$ cat src/rtl/iar_pkg.sv
package iar_pkg;

	// Register byte addresses on the bus.
	localparam logic [4:0] ADDR_SHIFT = 5'h00;
	localparam logic [4:0] ADDR_CTRL = 5'h04;
	localparam logic [4:0] ADDR_STAT = 5'h08;
	localparam logic [4:0] ADDR_FLAG = 5'h0c;
	localparam logic [4:0] ADDR_LSA = 5'h10;
	localparam logic [4:0] ADDR_CSEL = 5'h14;

	// Control register bit positions; strobes are not stored.
	localparam int CTL_LREL = 1;
	localparam int CTL_WREL = 2;
	localparam int CTL_WTIM = 3;
	localparam int CTL_SPIE = 4;
	localparam int CTL_ACKE = 5;
	localparam int CTL_STT = 6;
	localparam int CTL_SPT = 7;
	localparam logic [7:0] CTL_KEEP_MASK = 8'h38;

	// Status register bit positions.
	localparam int ST_MSTS = 7;
	localparam int ST_ALD = 6;
	localparam int ST_EXC = 5;
	localparam int ST_COI = 4;
	localparam int ST_TRC = 3;
	localparam int ST_ACKD = 2;
	localparam int ST_STD = 1;
	localparam int ST_SPD = 0;

	// Flag register bit positions.
	localparam int FL_STCF = 7;
	localparam int FL_BSY = 6;
	localparam int FL_TXERR = 5;
	localparam int FL_EXT_LSB = 1;
	localparam int FL_RSV = 0;

	// Upper address nibbles that mark an extension code.
	localparam logic [3:0] EXT_NIB_LO = 4'h0;
	localparam logic [3:0] EXT_NIB_HI = 4'hf;

	// Size code of a whole-word bus transfer.
	localparam logic [2:0] HSIZE_WORD = 3'h2;

	// Master sequencer states.
	typedef enum logic [2:0] {
		M_IDLE, M_START, M_LOW, M_HIGH, M_STOP1, M_STOP2, M_RS1
	} iar_mst_e;

	// Kinds of extension code.
	typedef enum logic [2:0] {
		EXT_NONE, EXT_GCALL, EXT_SBYTE, EXT_LEGACY, EXT_RSVD, EXT_TENBIT,
		EXT_OTHER
	} iar_ext_e;

	// Divider of the peripheral clock picked by the clock select field.
	function automatic logic [11:0] iar_div_sel(input logic [1:0] sel);
		unique case (sel)
			2'h2: iar_div_sel = 12'h001;
			2'h3: iar_div_sel = 12'h003;
			default: iar_div_sel = 12'h002;
		endcase
	endfunction

	// Sorts an address byte with an extension nibble into its kind.
	function automatic iar_ext_e iar_ext_class(input logic [7:0] a);
		if (a[7:1] == 7'h00)
			iar_ext_class = a[0] ? EXT_SBYTE : EXT_GCALL;
		else if (a[7:1] == 7'h01)
			iar_ext_class = EXT_LEGACY;
		else if (a[7:1] == 7'h02)
			iar_ext_class = EXT_RSVD;
		else if (a[7:3] == 5'h1e)
			iar_ext_class = EXT_TENBIT;
		else
			iar_ext_class = EXT_OTHER;
	endfunction

endpackage

$ cat src/rtl/iar_sync.sv
`timescale 1ns/10ps
// Two-flop synchroniser for the bus pins; only the second stage leaves.
module iar_sync #(
	parameter int W = 2
) (
	input logic mclk,
	input logic rst_n,
	input logic [W-1:0] async_in,
	output logic [W-1:0] sync_out
);
	// Both stages live in one state word.
	typedef struct packed {
		logic [W-1:0] meta;
		logic [W-1:0] stable;
	} iar_sync_s;

	iar_sync_s r, n;

	// The first stage feeds only the second stage.
	always_comb begin
		n.meta = async_in;
		n.stable = r.meta;
	end

	// Pins idle high, so reset to the released level.
	always_ff @(posedge mclk or negedge rst_n) begin
		if (!rst_n)
			r <= '1;
		else
			r <= n;
	end

	assign sync_out = r.stable;
endmodule

$ cat src/rtl/iar_top.sv
// Our own choices: register access over AHB-Lite and the placing of the registers.
`timescale 1ns/10ps
// Function
// - Stop condition raises interrupt if enabled.
// - Hardware compares received address with local address.
// - Shift register captures line; mismatch flags error.
// - Extension nibble sets flag, interrupts at eighth.
// - Ten-bit prefix sets extension and match flags.
// - Extension keeps communication until release bit.
// - Classify extension codes into their kinds.
// - Simultaneous masters stay clock synchronised.
// - Arbitration loss sets flag, releases both lines.
// - Loss interrupts at end of the byte.
// - Loss by stop interrupts only if enabled.
// - Slave stays silent on address mismatch.
// - Start enters wakeup standby through address.
// - Stop interrupt depends only on enable bit.
// - Reserved start issued automatically after stop.
// - Shift writes ignored while reservation pending.
// - Start now if bus free, else reserve.
// - Reservation accepted between start and stop.
// - Reservation disabled: busy start rejected, flagged.
// - Interrupts other than stop, and waits, follow falling clock edge.
module iar_top
	import iar_pkg::*;
#(
	parameter logic [11:0] HALF_CYC = 12'd50
) (
	input logic mclk,
	input logic rst_n,
	input logic hsel,
	input logic [31:0] haddr,
	input logic [1:0] htrans,
	input logic hwrite,
	input logic [2:0] hsize,
	input logic [31:0] hwdata,
	input logic hready,
	output logic hreadyout,
	output logic hresp,
	output logic [31:0] hrdata,
	input logic bus_clock_line_in,
	output logic bus_clock_line_out,
	output logic bus_clock_line_oe,
	input logic bus_data_line_in,
	output logic bus_data_line_out,
	output logic bus_data_line_oe,
	output logic bus_irq
);

	////////////////////////////////////////////////////////////////////////
	// State word.

	// Every flip-flop of the block outside the pin synchroniser sits in this one record.
	typedef struct packed {
		iar_mst_e st; // Master sequencer state.
		logic [11:0] div; // Half-period timer.
		logic [3:0] cnt; // Serial clock pulses seen in this byte.
		logic [7:0] shift; // Shift data register.
		logic [7:0] txd; // Byte as written, kept for read-back.
		logic [7:0] ctl; // Stored control bits.
		logic [7:0] lsa; // Local slave address.
		logic [1:0] csel; // Clock select field.
		logic scl_p; // Clock line one cycle ago.
		logic sda_p; // Data line one cycle ago.
		logic busy; // Bus seen between start and stop.
		logic std; // Start detected.
		logic spd; // Stop detected.
		logic master; // Acting as master.
		logic comm; // Taking part in the transfer.
		logic trc; // Transmitting.
		logic addr_ph; // Address byte in progress.
		logic exc; // Extension code flag.
		logic coi; // Address match flag.
		logic ald; // Arbitration loss flag.
		logic ald_pend; // Loss waiting for its byte-end interrupt.
		logic ackd; // Acknowledge seen.
		logic wt; // Wait: clock line held low.
		logic pend; // Start reservation pending.
		logic stcf; // Start request rejected.
		logic rsv_dis; // Reservation disabled.
		logic txerr; // Read-back mismatch seen.
		logic irq; // Interrupt pulse.
		logic scl_oe; // Clock line pulled low by the sequencer.
		logic sda_oe; // Data line pulled low.
		logic a_val; // Bus data phase pending.
		logic a_wr; // Pending phase is a write.
		logic [4:0] a_addr; // Pending phase address.
		iar_ext_e ext; // Kind of the last extension code.
		logic [31:0] rdata; // Read data of the current phase.
	} iar_st_s;

	iar_st_s r, n;
	logic [1:0] line_s; // Synchronised clock and data lines.
	logic scl_s, sda_s; // Their two halves.
	logic sta, stp, rise, fall; // Line events seen this cycle.
	logic [11:0] hp; // Half period in clock cycles.
	logic tdone; // Half period elapsed.
	logic wr, wr_ctl, wr_shift, lose, match, ext_hit;
	logic [7:0] rd, st_b, fl_b; // Read byte and its assembled sources.

	////////////////////////////////////////////////////////////////////////
	// Pin synchroniser and edge detection.

	// Both lines cross from the pins through two flops first.
	iar_sync #(.W(2)) u_sync (
		.mclk(mclk),
		.rst_n(rst_n),
		.async_in({bus_clock_line_in, bus_data_line_in}),
		.sync_out(line_s)
	);

	assign scl_s = line_s[1];
	assign sda_s = line_s[0];
	// Start and stop are data edges while the clock is high.
	assign sta = scl_s && r.scl_p && r.sda_p && !sda_s;
	assign stp = scl_s && r.scl_p && !r.sda_p && sda_s;
	assign rise = scl_s && !r.scl_p;
	assign fall = !scl_s && r.scl_p;
	assign hp = HALF_CYC * iar_div_sel(r.csel);
	assign tdone = (r.div >= hp - 12'd1);
	assign wr = r.a_val && r.a_wr;
	assign wr_ctl = wr && (r.a_addr == ADDR_CTRL);
	assign wr_shift = wr && (r.a_addr == ADDR_SHIFT);
	assign match = (r.shift[7:1] == r.lsa[7:1]);
	assign ext_hit = (r.shift[7:4] == EXT_NIB_LO) ||
		(r.shift[7:4] == EXT_NIB_HI);

	////////////////////////////////////////////////////////////////////////
	// Next-state logic.

	// Order matters: sequencer, then line events, then software, then
	// arbitration loss, so that software writes override line-event sets and a loss overrides all.
	always_comb begin
		n = r;
		n.irq = 1'b0;
		n.scl_p = scl_s;
		n.sda_p = sda_s;
		n.div = tdone ? r.div : r.div + 12'd1;
		lose = 1'b0;

		// Read sources are assembled from the live state.
		st_b = 8'h00;
		st_b[ST_MSTS] = r.master;
		st_b[ST_ALD] = r.ald;
		st_b[ST_EXC] = r.exc;
		st_b[ST_COI] = r.coi;
		st_b[ST_TRC] = r.trc;
		st_b[ST_ACKD] = r.ackd;
		st_b[ST_STD] = r.std;
		st_b[ST_SPD] = r.spd;
		fl_b = 8'h00;
		fl_b[FL_STCF] = r.stcf;
		fl_b[FL_BSY] = r.busy;
		fl_b[FL_TXERR] = r.txerr;
		fl_b[FL_EXT_LSB +: 3] = r.ext;
		fl_b[FL_RSV] = r.rsv_dis;

		// Address phase: capture, and latch read data at once so the
		// data phase needs no wait state. Unmapped addresses read zero.
		n.a_val = hsel && hready && htrans[1] && (hsize == HSIZE_WORD);
		unique case (haddr[4:0])
			ADDR_SHIFT: rd = r.shift;
			ADDR_CTRL: rd = r.ctl;
			ADDR_STAT: rd = st_b;
			ADDR_FLAG: rd = fl_b;
			ADDR_LSA: rd = r.lsa;
			ADDR_CSEL: rd = {6'h00, r.csel};
			default: rd = 8'h00;
		endcase
		if (n.a_val) begin
			n.a_wr = hwrite;
			n.a_addr = haddr[4:0];
			if (!hwrite) begin
				n.rdata = {24'h000000, rd};
				// Reading status acknowledges the loss flag.
				if (haddr[4:0] == ADDR_STAT)
					n.ald = 1'b0;
			end
		end

		// Master sequencer drives the clock and start/stop shapes.
		unique case (r.st)
			M_IDLE: n.div = 12'h000;
			M_START: begin
				n.master = 1'b1;
				n.sda_oe = 1'b1;
				// Data already low before we pull it: someone else won.
				if (!r.sda_oe && !sda_s)
					lose = 1'b1;
				if (!scl_s)
					n.div = 12'h000;
				else if (tdone) begin
					n.scl_oe = 1'b1;
					n.wt = 1'b1;
					n.st = M_LOW;
					n.div = 12'h000;
				end
			end
			M_LOW: begin
				n.scl_oe = 1'b1;
				if (tdone && !r.wt) begin
					n.scl_oe = 1'b0;
					n.st = M_HIGH;
					n.div = 12'h000;
				end
			end
			M_HIGH: begin
				// High time counts only while the line is really high;
				// another master pulling low ends it early.
				if (fall) begin
					n.scl_oe = 1'b1;
					n.st = M_LOW;
					n.div = 12'h000;
				end else if (!scl_s)
					n.div = 12'h000;
				else if (tdone) begin
					n.scl_oe = 1'b1;
					n.st = M_LOW;
					n.div = 12'h000;
				end
			end
			M_STOP1: begin
				n.scl_oe = 1'b1;
				n.sda_oe = 1'b1;
				if (tdone) begin
					n.scl_oe = 1'b0;
					n.st = M_STOP2;
					n.div = 12'h000;
				end
			end
			M_STOP2: begin
				if (!scl_s)
					n.div = 12'h000;
				else if (tdone)
					n.sda_oe = 1'b0;
			end
			M_RS1: begin
				n.scl_oe = 1'b1;
				n.sda_oe = 1'b0;
				if (tdone) begin
					n.scl_oe = 1'b0;
					n.st = M_START;
					n.div = 12'h000;
				end
			end
			default: n.st = M_IDLE;
		endcase

		// Start condition: wakeup standby until the address is judged.
		if (sta) begin
			n.std = 1'b1;
			n.spd = 1'b0;
			n.busy = 1'b1;
			n.cnt = 4'h0;
			n.addr_ph = 1'b1;
			n.comm = r.master;
			n.trc = r.master;
			n.exc = 1'b0;
			n.coi = 1'b0;
			n.ald_pend = 1'b0;
			n.ext = EXT_NONE;
		end

		// Stop condition: the enable alone decides the interrupt.
		if (stp) begin
			n.spd = 1'b1;
			n.std = 1'b0;
			n.busy = 1'b0;
			n.comm = 1'b0;
			n.master = 1'b0;
			n.addr_ph = 1'b0;
			n.wt = 1'b0;
			n.trc = 1'b0;
			n.scl_oe = 1'b0;
			n.sda_oe = 1'b0;
			n.st = M_IDLE;
			n.irq = r.ctl[CTL_SPIE];
			if (r.pend) begin
				n.pend = 1'b0;
				n.st = M_START;
				n.master = 1'b1;
				n.div = 12'h000;
			end
		end

		// Rising clock: the line level goes into the shift register, on the ninth pulse into the acknowledge flag.
		if (rise) begin
			if (r.cnt < 4'd8)
				n.shift = {r.shift[6:0], sda_s};
			else
				n.ackd = !sda_s;
			n.cnt = r.cnt + 4'd1;
			// Released a one but read a zero: arbitration lost.
			if (r.master && r.trc && r.cnt < 4'd8 && !r.sda_oe && !sda_s)
				lose = 1'b1;
		end

		// Falling clock: interrupts and waits are tied to this edge.
		if (fall) begin
			if (r.cnt == 4'd8) begin
				n.sda_oe = 1'b0;
				if (r.addr_ph && ext_hit) begin
					n.exc = 1'b1;
					n.coi = match;
					n.ext = iar_ext_class(r.shift);
					n.comm = 1'b1;
					n.irq = 1'b1;
					n.wt = 1'b1;
					n.sda_oe = !r.master && r.ctl[CTL_ACKE];
					if (r.ald_pend && !r.ctl[CTL_WTIM])
						n.ald_pend = 1'b0;
				end else if (r.addr_ph)
					n.sda_oe = !r.master && match;
				else if (r.comm) begin
					n.sda_oe = !r.trc && r.ctl[CTL_ACKE];
					if (!r.ctl[CTL_WTIM]) begin
						n.irq = 1'b1;
						n.wt = 1'b1;
					end
				end
			end else if (r.cnt == 4'd9) begin
				n.cnt = 4'h0;
				n.sda_oe = 1'b0;
				if (r.comm && r.trc && r.shift != r.txd)
					n.txerr = 1'b1;
				if (r.addr_ph) begin
					n.addr_ph = 1'b0;
					if (!r.exc) begin
						if (r.master) begin
							n.irq = 1'b1;
							n.wt = 1'b1;
							n.trc = !r.shift[0];
						end else if (match) begin
							n.coi = 1'b1;
							n.comm = 1'b1;
							n.trc = r.shift[0];
							n.irq = 1'b1;
							n.wt = 1'b1;
						end else
							n.comm = 1'b0;
					end
				end else if (r.comm && r.ctl[CTL_WTIM]) begin
					n.irq = 1'b1;
					n.wt = 1'b1;
				end
				if (r.ald_pend) begin
					n.irq = 1'b1;
					n.ald_pend = 1'b0;
				end
			end else if (r.cnt != 4'd0 && r.comm && r.trc)
				n.sda_oe = !r.txd[3'(4'd7 - r.cnt)];
		end

		// Control writes; the strobe bits act and are not stored.
		if (wr_ctl) begin
			n.ctl = hwdata[7:0] & CTL_KEEP_MASK;
			if (hwdata[CTL_LREL] && !r.master) begin
				n.comm = 1'b0;
				n.wt = 1'b0;
				n.addr_ph = 1'b0;
				n.trc = 1'b0;
				n.exc = 1'b0;
				n.coi = 1'b0;
				n.sda_oe = 1'b0;
				n.pend = 1'b0;
			end
			if (hwdata[CTL_WREL])
				n.wt = 1'b0;
			if (hwdata[CTL_STT]) begin
				if (r.master && r.wt) begin
					n.wt = 1'b0;
					n.st = M_RS1;
					n.div = 12'h000;
				end else if (!r.busy) begin
					n.st = M_START;
					n.div = 12'h000;
					n.stcf = 1'b0;
				end else if (!r.comm && !r.master) begin
					// Busy but not ours: reserve, or refuse if disabled.
					if (r.rsv_dis)
						n.stcf = 1'b1;
					else
						n.pend = 1'b1;
				end
			end
			if (hwdata[CTL_SPT] && r.master && r.wt) begin
				n.wt = 1'b0;
				n.st = M_STOP1;
				n.div = 12'h000;
			end
		end
		if (wr && r.a_addr == ADDR_LSA)
			n.lsa = hwdata[7:0];
		if (wr && r.a_addr == ADDR_CSEL)
			n.csel = hwdata[1:0];
		if (wr && r.a_addr == ADDR_FLAG)
			n.rsv_dis = hwdata[FL_RSV];
		// Before the bus frees, a reserved master must not send.
		if (wr_shift && !r.pend) begin
			n.shift = hwdata[7:0];
			n.txd = hwdata[7:0];
			n.wt = 1'b0;
			if (n.trc && r.cnt == 4'd0)
				n.sda_oe = !hwdata[7];
		end

		// Arbitration loss frees both lines and drops any reservation.
		if (lose) begin
			n.ald = 1'b1;
			n.ald_pend = 1'b1;
			n.master = 1'b0;
			n.trc = 1'b0;
			n.comm = 1'b0;
			n.wt = 1'b0;
			n.scl_oe = 1'b0;
			n.sda_oe = 1'b0;
			n.st = M_IDLE;
			n.pend = 1'b0;
		end
	end

	// All state resets to zero: idle, no flags, lines released.
	// The line history starts at the idle high level instead.
	always_ff @(posedge mclk or negedge rst_n) begin
		if (!rst_n) begin
			// A zero history would read as a clock rise after reset and
			// shift a stray bit into the shift register.
			r <= '0;
			r.scl_p <= 1'b1;
			r.sda_p <= 1'b1;
		end else
			r <= n;
	end

	////////////////////////////////////////////////////////////////////////
	// Outputs.

	// Open-drain lines: only the enables move, the level stays low.
	assign bus_clock_line_out = 1'b0;
	assign bus_clock_line_oe = r.scl_oe | r.wt;
	assign bus_data_line_out = 1'b0;
	assign bus_data_line_oe = r.sda_oe;
	assign bus_irq = r.irq;
	assign hreadyout = 1'b1;
	assign hresp = 1'b0;
	assign hrdata = r.rdata;

	////////////////////////////////////////////////////////////////////////
	// Checks.

	property p_stop_irq;
		@(posedge mclk) disable iff (!rst_n)
		stp && r.ctl[CTL_SPIE] |=> bus_irq;
	endproperty
	a_stop_irq: assert property (p_stop_irq)
		else $error("stop seen with enable but no interrupt");

	property p_stop_quiet;
		@(posedge mclk) disable iff (!rst_n)
		stp && !r.ctl[CTL_SPIE] |=> !bus_irq;
	endproperty
	a_stop_quiet: assert property (p_stop_quiet)
		else $error("stop interrupt without enable");

	property p_ext;
		@(posedge mclk) disable iff (!rst_n)
		fall && r.cnt == 4'd8 && r.addr_ph && r.shift[7:4] == 4'h0
		|=> r.exc && bus_irq && r.comm;
	endproperty
	a_ext: assert property (p_ext)
		else $error("extension code missed at eighth edge");

	property p_tenbit;
		@(posedge mclk) disable iff (!rst_n)
		fall && r.cnt == 4'd8 && r.addr_ph && r.shift[7:3] == 5'h1e &&
		r.shift[7:1] == r.lsa[7:1] |=> r.exc && r.coi;
	endproperty
	a_tenbit: assert property (p_tenbit)
		else $error("ten-bit prefix match not flagged");

	property p_nomatch;
		@(posedge mclk) disable iff (!rst_n)
		fall && r.cnt == 4'd9 && r.addr_ph && !r.master && !r.exc &&
		!r.ald_pend && r.shift[7:1] != r.lsa[7:1]
		|=> !bus_irq && !r.comm ##1 !bus_irq;
	endproperty
	a_nomatch: assert property (p_nomatch)
		else $error("interrupt on address mismatch");

	property p_arb;
		@(posedge mclk) disable iff (!rst_n)
		rise && r.master && r.trc && r.cnt < 4'd8 && !r.sda_oe && !sda_s
		|=> r.ald && !r.master && !bus_data_line_oe && !bus_clock_line_oe;
	endproperty
	a_arb: assert property (p_arb)
		else $error("arbitration loss did not release the bus");

	property p_pend_go;
		@(posedge mclk) disable iff (!rst_n)
		r.pend && stp && !wr_ctl |=> !r.pend && r.st == M_START
		##1 bus_data_line_oe;
	endproperty
	a_pend_go: assert property (p_pend_go)
		else $error("reserved start not issued after stop");

	property p_rsv_ign;
		@(posedge mclk) disable iff (!rst_n)
		wr_shift && r.pend && !rise |=> r.shift == $past(r.shift);
	endproperty
	a_rsv_ign: assert property (p_rsv_ign)
		else $error("shift write taken during reservation");

	property p_reject;
		@(posedge mclk) disable iff (!rst_n)
		wr_ctl && hwdata[CTL_STT] && r.busy && !r.comm && !r.master &&
		r.rsv_dis && !stp && !lose |=> r.stcf && !r.pend && r.st == M_IDLE;
	endproperty
	a_reject: assert property (p_reject)
		else $error("start not rejected with reservation off");

	property p_capture;
		@(posedge mclk) disable iff (!rst_n)
		rise && r.cnt < 4'd8 && !wr_shift |=> r.shift[0] == $past(sda_s);
	endproperty
	a_capture: assert property (p_capture)
		else $error("line level not captured");
endmodule

$ cat config.mk
export PLATFORM = sky130hd
export DESIGN_NAME = iar_top
export DESIGN_NICKNAME = d
export VERILOG_FILES = /design/src/rtl/iar_pkg.sv /design/src/rtl/iar_sync.sv /design/src/rtl/iar_top.sv
export SDC_FILE = /design/constraint.sdc
export NUM_CORES = 1
export LEC_CHECK = 0
export ABC_AREA = 1
export BUFFER_PORTS_ARGS = -buffer_cell sky130_fd_sc_hd__buf_4
export CAP_MARGIN = 30
export CORE_MARGIN = 2
export CORE_UTILIZATION = 55
export CTS_CLUSTER_SIZE = 10
export DETAILED_ROUTE_END_ITERATION = 8
export PLACE_DENSITY = 0.8
export SYNTH_ARGS = -nofsm -noshare
export SYNTH_HDL_FRONTEND = slang
export SYNTH_HIERARCHICAL = 1
export SYNTH_SLANG_ARGS = --single-unit
export TNS_END_PERCENT = 10
$ cat constraint.sdc
create_clock -name mclk -period 2.9 [get_ports mclk]
set_clock_uncertainty 0.1 [all_clocks]
set_input_delay 0.29 -clock mclk [delete_from_list [all_inputs] [get_ports mclk]]
set_output_delay 0.29 -clock mclk [all_outputs]
set_load 0.01 [all_outputs]
* Yosys cells after proc, flatten, opt, wreduce, memory -nomap -nowiden
Cells that the tools add are included.
Cells by class: $add $sub $neg 4, multiply operators 1, magnitude comparators 3, eq/ne operators 29, muxes and demuxes 152, bitwise logic cells 5, reductions and logical operators 77
Operators with widths (number):
- 15-bit two-way mux | 14
- 1-bit two-way mux | 84
- 12-bit one-hot mux with 7 select lines | 1
- 12-bit two-way mux | 5
- 3-bit two-way mux | 16
- 8-bit one-hot mux with 6 select lines | 1
- 1-bit logical AND | 39
- 2-bit two-way mux | 14
- 5-bit equality test, second input constant | 5
- 5-bit two-way mux | 4
- 3-bit one-hot mux with 6 select lines | 1
- 16-bit two-way mux | 1
- 4-bit two-way mux | 4
- 5-bit by 4-bit equality test with 1-bit output, second input constant | 3
- 1-bit logical NOT | 14
- 13-bit two-way mux | 1
- 12-bit by 1-bit adder with 12-bit output, second input constant | 1
- 4-bit equality test, second input constant | 3
- 12-bit >= comparator | 1
- 5-bit by 12-bit multiplier with 11-bit output, first input constant | 1
- 12-bit by 1-bit subtractor with 12-bit output, second input constant | 1
- 5-bit by 3-bit equality test with 1-bit output, second input constant | 2
- 5-bit logical NOT | 2
- 2-bit nonzero test | 5
- other kinds (34) | 48
Storage, ports and cells: register bits 92, output and inout bits 39

* Logic depth before layout (Yosys ltp)
depth after elaboration 26, gate-level depth with buffers 18

* Cells and area by module
The synthesis kept the hierarchy.
By module, submodules not included:
- iar_top | times used 1, cells each 718, area an instance 5323.9 um^2, seq. area each 2179.6 um^2
- iar_sync | times used 1, cells each 4, area an instance 105.1 um^2, seq. area each 105.1 um^2

* Worst setup path before layout
OpenSTA, ideal clock, no wires.
kind flip-flop to flip-flop, from reg r[65] in the netlist's numbering, to reg r[110] in the netlist's numbering, library setup time 0.121 ns, data arrival time 1.874 ns, required time 2.679 ns, setup slack 0.805 ns, stages on the path, launching flop included 16, path buffers 1, period minus slack after synthesis 2.095 ns, cell sequence dfrtp_1 nand2_1 ha_1 nand2_1 inv_1 nand3_1 nor2_1 nand2_1 nand2_1 nand2_1 nand2_1 nand2_1 a211oi_1 or2_1 buf_2 nor2_1
RTL lines:
- start: declaration | RTL line iar_top.sv:92 | iar_st_s r, n;
- start signal: assignment | RTL line iar_top.sv:432 | r <= n;

==> metrics.md <==
| Metric | Value |
|---|---|
| Vias in the first global route | `4743` |
| Placed wire-length estimate | `10000 um` |
| Clk Tree Root Cell | `clkbuf_8` |
| Setup Fix Bufs, Post-CTS | `0` |
| Fin util | `61.0%` |
| PortBufs | `34` |
| Post-synth EDFFs | `0` |
| Sum of buffers and inverters on the critical path | `1` |
| Adder-cell share of the synthesized area | `2.77%` |
| Crit path arrival time | `2.67 ns` |
| Top cell by count, worst path | `nand2_1` |
| Design Area, Final | `5910 sq um` |
| Setup WS pre-CTS | `0.381 ns` |
| FMAX | `0.395 GHz` |
| Crit Path Class | `flop to flop` |
| Biggest cell delay along the critical path | `0.45 ns` |
| GRT Max-Usage Layer | `met2` |
| Clk sink count | `91` |
| Synth Area in Simple Gates | `26.6%` |
| Worst Hold End | `r[35]$_DFFE_PN0P_` |
| GRT met2 Usage | `44.7%` |
| Seq/Total Area, Yosys | `42.1%` |
| Slew Limit Fails | `0` |
| Fin nets | `842` |
| Tot GR Track Use | `27.0%` |
| Hold Path Cell Cnt | `3` |
| Total design power | `3.82 mW` |
| Most frequent cells in the layout | `nand2_1, inv_1, dfrtp_1` |
| Proportion of layout cells with a drive suffix above 1 | `11.7%` |
| DR pass1 iterations | `7` |
| Async set-reset flop share out of synthesis | `100%` |
| Syn-to-layout area delta | `8.85%` |
| Hold Path Class | `input port to flop` |
| Mapped Area | `5430 sq um` |
| R2R Path End | `r[106]$_DFF_PN0_` |
| Final min period | `2.53 ns` |
| Final Hold Viols | `0` |
| Critical Path Fanout Max | `11` |
| Final routed DRC violation total | `0` |
| Die width | `103 um` |
| Post-synthesis compound-gate area fraction | `12.4%` |
| Post-Synthesis Cells | `722` |
| TritonCTS buffer count | `9` |
| GR Util met1 | `36.6%` |
| Commonest non-fill, non-tap cell in the layout | `nand2_1` |
| Initial antenna violation count | `0` |
| I/O pin cnt | `115` |
| Setup ws final | `0.368 ns` |
| Status | `completed` |
| Final setup viols | `0` |
| Fill count | `882` |
| RSZ-0062 raised after global routing | `false` |
| Die Span Y | `103 um` |
| Max_slew headroom | `58.2%` |
| Pwr dens | `646 nW/um^2` |
| Worst r2r src | `r[65]$_DFFE_PN0P_` |
| Area after DPL | `5690 sq um` |
| Detailed Route WL | `13300 um` |
| First-pass GRT wire length | `22300 um` |
| Leak | `3.08 nW` |
| Clock slew at reported path FFs | `0.10 ns` |
| Max_cap viols | `0` |
| Deepest clock path buffer count | `2` |
| Crit end category | `flop` |
| Number of cells on the worst reg-to-reg path | `14` |
| Register bit total from synthesis | `91` |
| M3 GR Usage | `4.17%` |
| Starting Density | `56.1%` |
| Peak VDD IR | `0.518 mV` |
| Clock latency on the worst-skew pair | `0.36 ns` |
| Delay-heaviest family, CP | `simple AND/OR/NAND/NOR gates` |
| Synth Area in XOR/XNOR | `2.42%` |
| CTS tree | `built` |
| Hold path start | `haddr[0]` |
| Critical path cell sequence | `nand2_1, ha_1, nand2_1, inv_1, nand3_1, nor2_1, nand2_1, nand2_1, nand2_1, nand2_1, nand2_1, a211oi_1, or2_1, nor2_1` |
| Synth cell types | `43` |
| Slowest-stage cell, CP | `dfrtp_1` |
| Largest family of logic cells by synthesized area | `simple AND/OR/NAND/NOR gates` |
| Largest net degree at the start of global routing | `61` |
| Total gr overflow | `0` |
| Antenna Cells | `0` |
| WL/cell | `14.9 um` |
| Starting DRC count in detailed routing | `337` |
| CP Launch Type | `flop` |
| Synthesis warning total | `6` |
| Num rows | `36` |
| Mapped Avg Cell Area | `7.52 sq um` |
| Vias per cell | `5.49` |
| Multiplexer share of the synthesized area | `0%` |
| Slew @ Worst Pin | `0.624 ns` |
| Routed Antenna Nets | `0` |
| Worst reg2reg setup slack | `0.37 ns` |
| Final Cycle Share | `87.3%` |
| H-tree levels | `3` |
| Die ar. | `10700 sq um` |
| Total negative slack | `0 ns` |
| Core box area | `9680 sq um` |
| Worst EP required | `3.04 ns` |
| Post-synth top flop | `dfrtp_1` |
| Via count | `4897` |
| Final Wtd Congestion | `0.916` |
## tightest hold or removal path, cell delays in order
cell     delay (ns)
buf_4          0.08
nand2_1        0.04
nand2_1        0.05
## Yosys cell counts (3+ instances only)
library cell	instances	area share, %
nand2_1	156	11
inv_1	96	6.6
dfrtp_1	85	39
nor2_1	70	4.8
nand3_1	48	4.4
o21ai_0	48	4.4
buf_4	37	5.1
a21oi_1	26	2.4
nand4_1	19	2.2
o22ai_1	19	2.2
nor3_1	15	1.4
ha_1	12	2.8
xnor2_1	12	1.9
inv_2	10	0.69
clkbuf_1	7	0.48
buf_2	6	0.55
dfstp_2	6	2.9
o31ai_1	5	0.69
nand2_2	4	0.46
a31oi_1	3	0.35
nor2_2	3	0.35
o211ai_1	3	0.41
o41ai_1	3	0.48
xor2_1	3	0.48
## cells by family after synthesis
kind of cell,count (synthesis)
adders and majority gates,12
buffers and inverters,158
and+or+nand+nor,327
DFF,91
other,2
xor gates and xnor gates,15
AOI/OAI and AO/OA,117
## metal layers
layer / part of all wire [%] / vias up
met1: 43 / 2307
met2: 48 / 207
met5: 0 / -
met3: 7.1 / 28
met4: 2.3 / 0
li1: - / 2355
## power breakdown
group | switching, mW | internal [mW]
Clock | 0.471 | 0.343
Combinational | 0.715 | 0.448
Sequential | 0.350 | 1.49
Total | 1.54 | 2.28
## cell type report
cell class	count	area [sq um]	area share, %
multi-input combinational	500	2510	42.4
tap	133	166	2.82
inverter	107	402	6.80
clock buffer	10	138	2.33
timing repair buffer	45	365	6.18
sequential	91	2280	38.7
clock inverter	6	47.5	0.805
## metrics by stage
step	instances	hold slack, ns
6_report	892	0.0338
5_1_grt	892	0.0392
4_1_cts	892	0.0347
3_5_place_dp	873	0.139
3_3_place_gp	872	0.246
2_1_floorplan	749	-0.106
## registers in the layout (all words and copies together), names as in the netlist
name,flops
fl_b,7
hrdata,8
u_sync/sync_out,2
u_sync/n,2
bus_irq,1
r,70
bus_data_line_oe,1
## worst max-delay path by stage
stage	start	endpoint	slack, ns	cells past startpoint
2_1_floorplan	r[65]$_DFFE_PN0P_	r[110]$_DFF_PN0_	0.81	15
3_3_place_gp	r[65]$_DFFE_PN0P_	r[103]$_DFF_PN0_	0.50	14
3_5_place_dp	r[65]$_DFFE_PN0P_	r[106]$_DFF_PN0_	0.38	14
4_1_cts	r[65]$_DFFE_PN0P_	r[106]$_DFF_PN0_	0.37	14
5_1_grt	r[65]$_DFFE_PN0P_	r[103]$_DFF_PN0_	0.07	14
6_report	r[65]$_DFFE_PN0P_	r[106]$_DFF_PN0_	0.37	14
## what timing repair did
action                                 CTS  global route
hold buffers                             3             0
endpoints found under the hold margin   29             0
resized for setup                        0             0
Note: power is estimated with default switching activity, not from simulation.
